===== src/crs_pkg.sv =====
// Constants, register map and types for the supply, reset and clock security block
package crs_pkg;
  // ------------------------------------------------------------
  // Clock and timing
  // ------------------------------------------------------------
  localparam int unsigned CLK_HZ = 25_000_000;
  localparam int unsigned CLK_PERIOD_NS = 1_000_000_000 / CLK_HZ;
  localparam int unsigned MIN_DRIVE_NS = 1500;
  localparam int unsigned MIN_DRIVE_CYC = (MIN_DRIVE_NS + CLK_PERIOD_NS - 1) / CLK_PERIOD_NS;
  localparam int unsigned RST_DELAY_CYC = 4096;
  localparam int unsigned FETCH_CYC = 2;
  localparam int unsigned SEQ_CNT_W = 13;
  localparam int unsigned TB_CNT_W = 19;
  localparam int unsigned DIV_W = 5;
  localparam int unsigned SYNC_W = 9;
  // ------------------------------------------------------------
  // Register indices (byte address is four times the index)
  // ------------------------------------------------------------
  localparam logic [5:0] IDX_MCC = 6'h29;
  localparam logic [5:0] IDX_STATUS = 6'h2B;
  localparam logic [5:0] IDX_MISC = 6'h2C;
  // Status register fields
  localparam int unsigned ST_WDG = 0;
  localparam int unsigned ST_SAFE = 1;
  localparam int unsigned ST_IE = 2;
  localparam int unsigned ST_LVD = 4;
  // Main clock control/status fields
  localparam int unsigned MC_FLAG = 0;
  localparam int unsigned MC_IE = 1;
  localparam int unsigned MC_TB = 2;
  localparam logic MC_FLAG_RST = 1'b1;
  // Misc control fields
  localparam int unsigned MS_CP = 0;
  localparam int unsigned MS_SMS = 2;
  localparam int unsigned MS_MCO = 3;
  // ------------------------------------------------------------
  // Oscillator source codes from the option byte
  // ------------------------------------------------------------
  localparam logic [2:0] OSC_EXT = 3'h0;
  localparam logic [2:0] OSC_RES_FIRST = 3'h1;
  localparam logic [2:0] OSC_RES_LAST = 3'h4;
  localparam logic [2:0] OSC_EXT_RC = 3'h5;
  localparam logic [2:0] OSC_INT_RC = 3'h6;
  // Reset sequencer states and reset causes
  typedef enum logic [1:0] {RS_DRIVE, RS_DELAY, RS_FETCH, RS_RUN} crs_rst_state_t;
  typedef enum logic [1:0] {CAUSE_EXT, CAUSE_WDG, CAUSE_LVD} crs_cause_t;
endpackage : crs_pkg


===== src/crs_supply_clock.sv =====
// Supply, reset sequencing, clock source and clock security logic with Wishbone registers
//
// Our own choice: register access over Wishbone.
`timescale 1ns/10ps

module crs_supply_clock #(
  parameter int unsigned TB_PERIOD_0 = 32000,
  parameter int unsigned TB_PERIOD_1 = 64000,
  parameter int unsigned TB_PERIOD_2 = 160000,
  parameter int unsigned TB_PERIOD_3 = 400000
) (
  input wire logic clock, // System clock, 25 MHz
  input wire logic rst, // Synchronous reset, active high
  input wire logic [7:0] wb_adr_i, // Wishbone byte address
  input wire logic [31:0] wb_dat_i, // Wishbone write data
  output logic [31:0] wb_dat_o, // Wishbone read data
  input wire logic [3:0] wb_sel_i, // Wishbone byte selects
  input wire logic wb_we_i, // Wishbone write enable
  input wire logic wb_cyc_i, // Wishbone cycle
  input wire logic wb_stb_i, // Wishbone strobe
  output logic wb_ack_o, // Wishbone acknowledge
  input wire logic undervoltage_low, // Detector: supply below threshold
  input wire logic watchdog_underflow, // Watchdog underflow pulse
  input wire logic reset_pin_in, // Reset pin level
  output logic reset_pin_out, // Reset pin drive value
  output logic reset_pin_oe_n, // Reset pin enable, low drives
  input wire logic [2:0] osc_select, // Option byte: clock source
  input wire logic css_disable, // Option byte: security off
  input wire logic lvd_disable, // Option byte: detector off
  input wire logic main_osc_lost, // Monitor: main clock gone
  input wire logic main_osc_spike, // Monitor: main clock spiking
  input wire logic active_halt, // CPU in active-halt mode
  output logic [2:0] osc_source_sel, // Selected clock source
  output logic resonator_run, // Resonator oscillator enable
  output logic main_clk_gate, // Main clock passes the filter
  output logic safe_osc_select, // Safe oscillator in use
  output logic cpu_reset, // CPU held in reset
  output logic vector_fetch, // Reset vector fetch phase
  output logic cpu_clk_en, // CPU clock tick from prescaler
  output logic clock_out_pin, // Clock-out pin
  output logic irq // Interrupt request
);
  import crs_pkg::*;
  // ------------------------------------------------------------
  // Decode helpers
  // ------------------------------------------------------------
  function automatic logic [DIV_W-1:0] div_mask(input logic slow, input logic [1:0] cp);
    logic [DIV_W-1:0] m;
    m = 5'h01;
    if (slow) begin
      case (cp)
        2'h0: m = 5'h03;
        2'h1: m = 5'h07;
        2'h2: m = 5'h0F;
        default: m = 5'h1F;
      endcase
    end
    return m;
  endfunction

  function automatic logic [TB_CNT_W-1:0] tb_last(input logic [1:0] sel);
    logic [TB_CNT_W-1:0] v;
    case (sel)
      2'h0: v = TB_CNT_W'(TB_PERIOD_0 - 1);
      2'h1: v = TB_CNT_W'(TB_PERIOD_1 - 1);
      2'h2: v = TB_CNT_W'(TB_PERIOD_2 - 1);
      default: v = TB_CNT_W'(TB_PERIOD_3 - 1);
    endcase
    return v;
  endfunction

  // ------------------------------------------------------------
  // Input synchronisers
  // ------------------------------------------------------------
  logic [SYNC_W-1:0] raw_in;
  logic [SYNC_W-1:0] meta_q;
  logic [SYNC_W-1:0] sync_q;
  assign raw_in = {osc_select, css_disable, lvd_disable, main_osc_spike, main_osc_lost,
                   reset_pin_in, undervoltage_low};
  genvar gi;
  generate
    for (gi = 0; gi < SYNC_W; gi++) begin : g_sync
      always_ff @(posedge clock) begin
        meta_q[gi] <= raw_in[gi];
        sync_q[gi] <= meta_q[gi];
      end
    end
  endgenerate
  logic uv_s, pin_s, lost_s, spike_s, lvd_dis_s, css_dis_s;
  logic [2:0] osc_s;
  assign uv_s = sync_q[0] & ~lvd_dis_s;
  assign pin_s = sync_q[1];
  assign lost_s = sync_q[2];
  assign spike_s = sync_q[3];
  assign lvd_dis_s = sync_q[4];
  assign css_dis_s = sync_q[5];
  assign osc_s = sync_q[8:6];

  // ------------------------------------------------------------
  // Wishbone slave
  // ------------------------------------------------------------
  logic ack_q;
  logic [31:0] rdat_q;
  logic acc, wr_acc, rd_acc;
  logic [5:0] idx;
  assign idx = wb_adr_i[7:2];
  assign acc = wb_cyc_i & wb_stb_i & ~ack_q;
  assign wr_acc = acc & wb_we_i & wb_sel_i[0];
  assign rd_acc = acc & ~wb_we_i;

  logic lvd_flag_q, wdg_flag_q, safe_flag_q, safe_ie_q;
  logic tb_flag_q, tb_ie_q;
  logic [1:0] tb_sel_q, cp_q;
  logic sms_q, mco_q;
  logic [7:0] status_rd;
  assign status_rd = {3'h0, lvd_flag_q, 1'b0, safe_ie_q, safe_flag_q, wdg_flag_q};

  always_ff @(posedge clock) begin
    if (rst) begin
      ack_q <= 1'b0;
      rdat_q <= 32'h0000_0000;
    end else begin
      ack_q <= acc;
      rdat_q <= 32'h0000_0000;
      if (rd_acc) begin
        case (idx)
          IDX_STATUS: rdat_q <= {24'h00_0000, status_rd};
          IDX_MCC: rdat_q <= {28'h000_0000, tb_sel_q, tb_ie_q, tb_flag_q};
          IDX_MISC: rdat_q <= {28'h000_0000, mco_q, sms_q, cp_q};
          default: rdat_q <= 32'h0000_0000;
        endcase
      end
    end
  end
  assign wb_ack_o = ack_q;
  assign wb_dat_o = rdat_q;

  // ------------------------------------------------------------
  // Reset sequencer
  // ------------------------------------------------------------
  crs_rst_state_t state_q, state_d;
  crs_cause_t cause_q, cause_d;
  logic [SEQ_CNT_W-1:0] cnt_q, cnt_d;

  always_comb begin
    state_d = state_q;
    cause_d = cause_q;
    cnt_d = cnt_q + 1'b1;
    case (state_q)
      RS_DRIVE: begin
        if (!uv_s && cnt_q >= SEQ_CNT_W'(MIN_DRIVE_CYC - 1)) begin
          state_d = RS_DELAY;
          cnt_d = '0;
        end
      end
      RS_DELAY: begin
        if (cnt_q == SEQ_CNT_W'(RST_DELAY_CYC - 1)) begin
          state_d = RS_FETCH;
          cnt_d = '0;
        end
      end
      RS_FETCH: begin
        if (cnt_q == SEQ_CNT_W'(FETCH_CYC - 1)) begin
          state_d = RS_RUN;
          cnt_d = '0;
        end
      end
      RS_RUN: begin
        cnt_d = '0;
        if (watchdog_underflow) begin
          state_d = RS_DRIVE;
          cause_d = CAUSE_WDG;
        end else if (!pin_s) begin
          state_d = RS_DRIVE;
          cause_d = CAUSE_EXT;
        end
      end
      default: state_d = RS_DRIVE;
    endcase
    if (uv_s && !(state_q == RS_DRIVE && cause_q == CAUSE_LVD)) begin
      state_d = RS_DRIVE;
      cause_d = CAUSE_LVD;
      cnt_d = '0;
    end
  end

  always_ff @(posedge clock) begin
    if (rst) begin
      state_q <= RS_DRIVE;
      cause_q <= CAUSE_EXT;
      cnt_q <= '0;
      reset_pin_out <= 1'b0;
      reset_pin_oe_n <= 1'b0;
      cpu_reset <= 1'b1;
      vector_fetch <= 1'b0;
    end else begin
      state_q <= state_d;
      cause_q <= cause_d;
      cnt_q <= cnt_d;
      reset_pin_out <= 1'b0;
      reset_pin_oe_n <= (state_d != RS_DRIVE);
      cpu_reset <= (state_d == RS_DRIVE) || (state_d == RS_DELAY);
      vector_fetch <= (state_d == RS_FETCH);
    end
  end

  logic enter_drive;
  assign enter_drive = (state_d == RS_DRIVE) && (state_q != RS_DRIVE || cause_d != cause_q);

  // ------------------------------------------------------------
  // Reset source flags
  // ------------------------------------------------------------
  always_ff @(posedge clock) begin
    if (rst) begin
      lvd_flag_q <= 1'b0;
      wdg_flag_q <= 1'b0;
      safe_ie_q <= 1'b0;
    end else begin
      if (wr_acc && idx == IDX_STATUS) begin
        safe_ie_q <= wb_dat_i[ST_IE];
        if (!wb_dat_i[ST_LVD]) lvd_flag_q <= 1'b0;
        if (!wb_dat_i[ST_WDG]) wdg_flag_q <= 1'b0;
      end
      if (enter_drive && cause_d == CAUSE_LVD) begin
        lvd_flag_q <= 1'b1;
        wdg_flag_q <= 1'b0;
      end else if (enter_drive && cause_d == CAUSE_WDG) begin
        wdg_flag_q <= 1'b1;
      end
    end
  end

  // ------------------------------------------------------------
  // Clock source and clock security
  // ------------------------------------------------------------
  logic css_en;
  assign css_en = ~css_dis_s;

  always_ff @(posedge clock) begin
    if (rst) begin
      osc_source_sel <= OSC_EXT;
      resonator_run <= 1'b0;
      main_clk_gate <= 1'b1;
      safe_osc_select <= 1'b0;
      safe_flag_q <= 1'b0;
    end else begin
      osc_source_sel <= (osc_s > OSC_INT_RC) ? OSC_EXT : osc_s;
      resonator_run <= (osc_s >= OSC_RES_FIRST) && (osc_s <= OSC_RES_LAST);
      main_clk_gate <= ~(css_en & spike_s);
      safe_osc_select <= css_en & lost_s;
      if (!css_en) begin
        safe_flag_q <= 1'b0;
      end else if (safe_osc_select) begin
        safe_flag_q <= 1'b1;
      end else if (rd_acc && idx == IDX_STATUS) begin
        safe_flag_q <= 1'b0;
      end
    end
  end

  // ------------------------------------------------------------
  // Main clock controller: prescaler, time base, clock-out
  // ------------------------------------------------------------
  logic [DIV_W-1:0] div_q;
  logic [TB_CNT_W-1:0] tb_cnt_q;
  logic [1:0] tb_act_q;
  logic tb_end;
  assign tb_end = (tb_cnt_q == tb_last(tb_act_q));

  always_ff @(posedge clock) begin
    if (rst) begin
      cp_q <= 2'h0;
      sms_q <= 1'b0;
      mco_q <= 1'b0;
      tb_sel_q <= 2'h0;
      tb_ie_q <= 1'b0;
    end else if (wr_acc && idx == IDX_MISC) begin
      cp_q <= wb_dat_i[MS_CP +: 2];
      sms_q <= wb_dat_i[MS_SMS];
      mco_q <= wb_dat_i[MS_MCO];
    end else if (wr_acc && idx == IDX_MCC) begin
      tb_sel_q <= wb_dat_i[MC_TB +: 2];
      tb_ie_q <= wb_dat_i[MC_IE];
    end
  end

  always_ff @(posedge clock) begin
    if (rst) begin
      div_q <= '0;
      cpu_clk_en <= 1'b0;
    end else begin
      div_q <= div_q + 1'b1;
      cpu_clk_en <= ((div_q & div_mask(sms_q, cp_q)) == div_mask(sms_q, cp_q));
    end
  end

  always_ff @(posedge clock) begin
    if (rst) begin
      tb_cnt_q <= '0;
      tb_act_q <= 2'h0;
      tb_flag_q <= MC_FLAG_RST;
    end else begin
      tb_cnt_q <= tb_end ? '0 : tb_cnt_q + 1'b1;
      if (tb_end) tb_act_q <= tb_sel_q;
      if (tb_end) begin
        tb_flag_q <= 1'b1;
      end else if (rd_acc && idx == IDX_MCC) begin
        tb_flag_q <= 1'b0;
      end
    end
  end

  always_ff @(posedge clock) begin
    if (rst) begin
      clock_out_pin <= 1'b0;
      irq <= 1'b0;
    end else begin
      clock_out_pin <= (mco_q && !active_halt) ? ~clock_out_pin : 1'b0;
      irq <= (safe_flag_q & safe_ie_q & css_en) | (tb_flag_q & tb_ie_q);
    end
  end
endmodule // crs_supply_clock


===== config.mk =====
export PLATFORM = sky130hd
export DESIGN_NAME = crs_supply_clock
export DESIGN_NICKNAME = d
export VERILOG_FILES = /design/src/crs_pkg.sv /design/src/crs_supply_clock.sv
export SDC_FILE = /design/constraint.sdc
export NUM_CORES = 1
export LEC_CHECK = 0
export ABC_AREA = 1
export BUFFER_PORTS_ARGS = -buffer_cell sky130_fd_sc_hd__buf_2
export CORE_MARGIN = 3
export CORE_UTILIZATION = 51
export CTS_CLUSTER_SIZE = 25
export DETAILED_ROUTE_END_ITERATION = 8
export PLACE_DENSITY = 0.78
export SLEW_MARGIN = 20
export SYNTH_ARGS = -nofsm -noshare
export SYNTH_HDL_FRONTEND = slang
export SYNTH_SLANG_ARGS = --single-unit

===== constraint.sdc =====
create_clock -name clock -period 2 [get_ports clock]
set_input_delay 0.4 -clock clock [delete_from_list [all_inputs] [get_ports clock]]
set_output_delay 0.4 -clock clock [all_outputs]
set_load 0.005 [all_outputs]

==> flow_summary_export.csv <==
group,metric,value,unit
status,outcome,"finished, final reports clean",
drt,drt_iter0_drc,110,
sta,timing.final.max_slew_violations,0,
sta,final.setup.worst_slack,0.3235,ns
cts,cts-root-buf,"clkbuf_8",
power_and_ir_drop,total_power,3.408,mW
drt,first_pass_iters,4,
sta,grt_setup_unrepaired,"false",
cts,numCtsBuffers,9,
synth,yosys.area.top_type_share,46.82,%
die,fp.dieW,93.35,um
die,dieArea,0.008714,mm^2
synth,synthSimpleGateAreaFrac,26.01,%
synth,ys_seq_area_share,46.82,%
drt,drc_errors,0,
cells_and_area,area_growth,11.86,%
worst_hold_path,hold_depth,1,
placement,place_inst,637,
cts,cts_buffer_depth,2,
drt,wire_per_inst,11.23,um
critical_path,r2r_end,"cnt_q[3]",
drt,ant_nets,0,
global_route,grt_max_degree,20,
cells_and_area,drive_gt1_share,16.61,%
critical_path,required,2.25,ns
run,maxCapViolations,0,
die,rows,31,
drt,wl,7334,um
worst_hold_path,holdCritStartpoint,"osc_select[1]",
global_route,antenna_found_initial,0,
synth,ys_ff_latch,91,
cells_and_area,n_antenna_cell,0,
critical_path,critPathKind,"reg2reg",
critical_path,endpoint_kind,"flip-flop",
global_route,grt_pass1_vias,2935,
synth,synthAdderAreaFrac,1.286,%
synth,ys_top_cells_by_count,"dfxtp_1, nand2_1, inv_1, nor2_1, nand3_1",
worst_hold_path,hold_end,"meta_q[7]",
synth,synth_compound_area_share,7.910,%
sta,layout_min_cycle_time,1.677,ns
synth,synthTopCellsByArea,"dfxtp_1, nand2_1, inv_1, nor2_1, buf_4",
sta,min_period_over_period,83.83,%
power_and_ir_drop,p_per_area,782.8,mW/mm^2
sta,fmaxAchievable,596.5,MHz
synth,postSynthAreaPerCell,7.861,um^2
die,start_util,53.08,%
power_and_ir_drop,ir_drop,0.5507,mV
sta,setup_viol,0,
synth,synth_xor_area_share,4.727,%
die,io_pins,106,
cts,post_cts_buffers,0,
placement,preCtsSetupSlack,0.2656,ns
cts,cts.sinks,91,
die,dieHeight,93.35,um
global_route,gr-total-overflow,0,
synth,synthMuxAreaShare,0,%
sta,hold_violations,0,
critical_path,cp-start-kind,"flip-flop",
cts,cts_tree,"built",
placement,portBuffers,45,
placement,hpwlAfterDp,5497,um
cts,htree_levels,3,
cts,clkSlewWorstSetupHoldPaths,0.08,ns
cts,clk_latency,0.36,ns
drt,via_per_inst,4.841,
critical_path,reg2reg_depth,10,
critical_path,worstReg2RegStart,"cnt_q[0]",
placement,gp_congestion,0.8960,
synth,async_reset_ff_share,0,%
cells_and_area,postLayoutCellArea,0.004353,mm^2
synth,netlist_area,0.003891,mm^2
synth,synth-edff-count,0,
critical_path,critPathMaxFanout,13,
synth,synthFlopType,"dfxtp_1",
cells_and_area,fin_cells,653,
synth,yosysWarnings,0,
critical_path,crit_arrival,1.92,ns
synth,synth.largest_area_cell,"dfxtp_1",
worst_hold_path,hold_path_class,"in2reg",
placement,place_area,0.004119,mm^2
die,core-area,0.007331,mm^2
synth,synth_top_family_by_area,"simple AND/OR/NAND/NOR gates",
sta,finClkSkew,0.01085,ns
synth,synth_most_common_cell,"dfxtp_1",
sta,finalSetupTns,0,ns
drt,vias,3161,
critical_path,reg2reg_slack,0.32,ns
power_and_ir_drop,power_leakage,1.897,nW
cells_and_area,fin_nets,613,
synth,yosysUniqueCellTypes,37,
global_route,grt_usage,18.10,%
synth,synth_cells,495,
global_route,grt_pass1_wl,12620,um
[repair_timing]
item	in CTS	in global routing
endpoints found under the setup margin	0	1
hold buffers	0	0
gates resized for setup	0	1
[cells by family (layout without fill, tap and decap cells)]
kind of cell | after synthesis | after routing
AND/OR/NAND/NOR | 221 | 221
buffers and inverters | 103 | 135
other | 1 | 28
AO/OA/AOI/OAI | 54 | 54
adder cells (fa/ha/maj) | 4 | 4
flip-flops | 91 | 91
XOR/XNOR | 21 | 21
[critical path, cell delays in order (launching register included)]
cell and delay [ns]:
dfxtp_1 0.39, ha_1 0.21, nand3_1 0.14, inv_1 0.08
nand2_1 0.09, nor2_2 0.16, nand2_1 0.07, nand2_1 0.08
nand2_1 0.09, nand4_4 0.20, nor2_1 0.07
[layout by cell type, fill, tap and decap left out, types with 2 or more instances in the layout]
cell	instances
clkbuf_8	9
a21oi_1	21
dfxtp_1	91
xor2_1	17
nor3_1	12
nor3_2	3
buf_2	45
clkinvlp_4	2
clkinv_4	2
conb_1	28
nor2_1	62
or2_1	2
o211ai_1	3
nor2_2	15
o21ai_0	24
ha_1	4
nand2_1	76
nor3b_1	2
bufinv_16	2
nand3_1	32
nand4_1	7
inv_1	69
or2_2	3
buf_4	3
xnor2_1	4
[registers in the layout, summed over array words and instances, names as in the netlist, 2 cells and up]
register / count
cp_q: 2
tb_sel_q: 2
div_q: 5
tb_cnt_q: 19
cnt_q: 13
tb_act_q: 2
osc_source_sel: 3
wb_dat_o: 5
cause_q: 2
osc_s: 3
meta_q: 9
state_q: 2
[metrics by stage]
| stage | hold WS [ns] | utilization (%) |
|---|---|---|
| after global placement | 0.3097 | 56.19 |
| after floorplan | 0.3096 | - |
| after detailed placement | 0.3146 | 56.19 |
| final | 0.1401 | 59.38 |
| after CTS | 0.1196 | 59.26 |
| after global routing | 0.1237 | 59.38 |
[area by class of cell]
cell class,count,area [um^2]
fillers,656,2978
flip-flops and latches,91,1822
multi-input cells,328,1668
inverters,71,266.5
repair buffers,48,247.7
clock buffers,9,123.9
well taps,99,123.9
clock inverters,7,101.3
[how the worst max path moves through the flow]
stage	slack, ns	cells after the start	to	startpoint
after floorplan	0.48	11	cnt_q[0]	cnt_q[0]
after global placement	0.32	8	wdg_flag_q	wb_adr_i[6]
after detailed placement	0.27	10	cnt_q[3]	cnt_q[0]
after CTS	0.23	9	cnt_q[3]	cnt_q[1]
after global routing	0.08	10	cnt_q[10]	cnt_q[0]
final	0.32	10	cnt_q[3]	cnt_q[0]
[routing by layer]
layer	global-route usage, %	wire, um	up-vias
met5	0	0	-
met4	9.280	165	0
met3	3.459	388	14
met2	31.15	3569	91
met1	21.30	3210	1443
li1	-	-	1613
[power breakdown]
group | internal, mW | switching (mW) | leakage (nW)
clock network | 0.711 | 0.655 | 0.106
registers | 1.86 | 0.0253 | 0.744
logic | 0.0614 | 0.0979 | 1.05
Power figures use the tool's default switching activity.
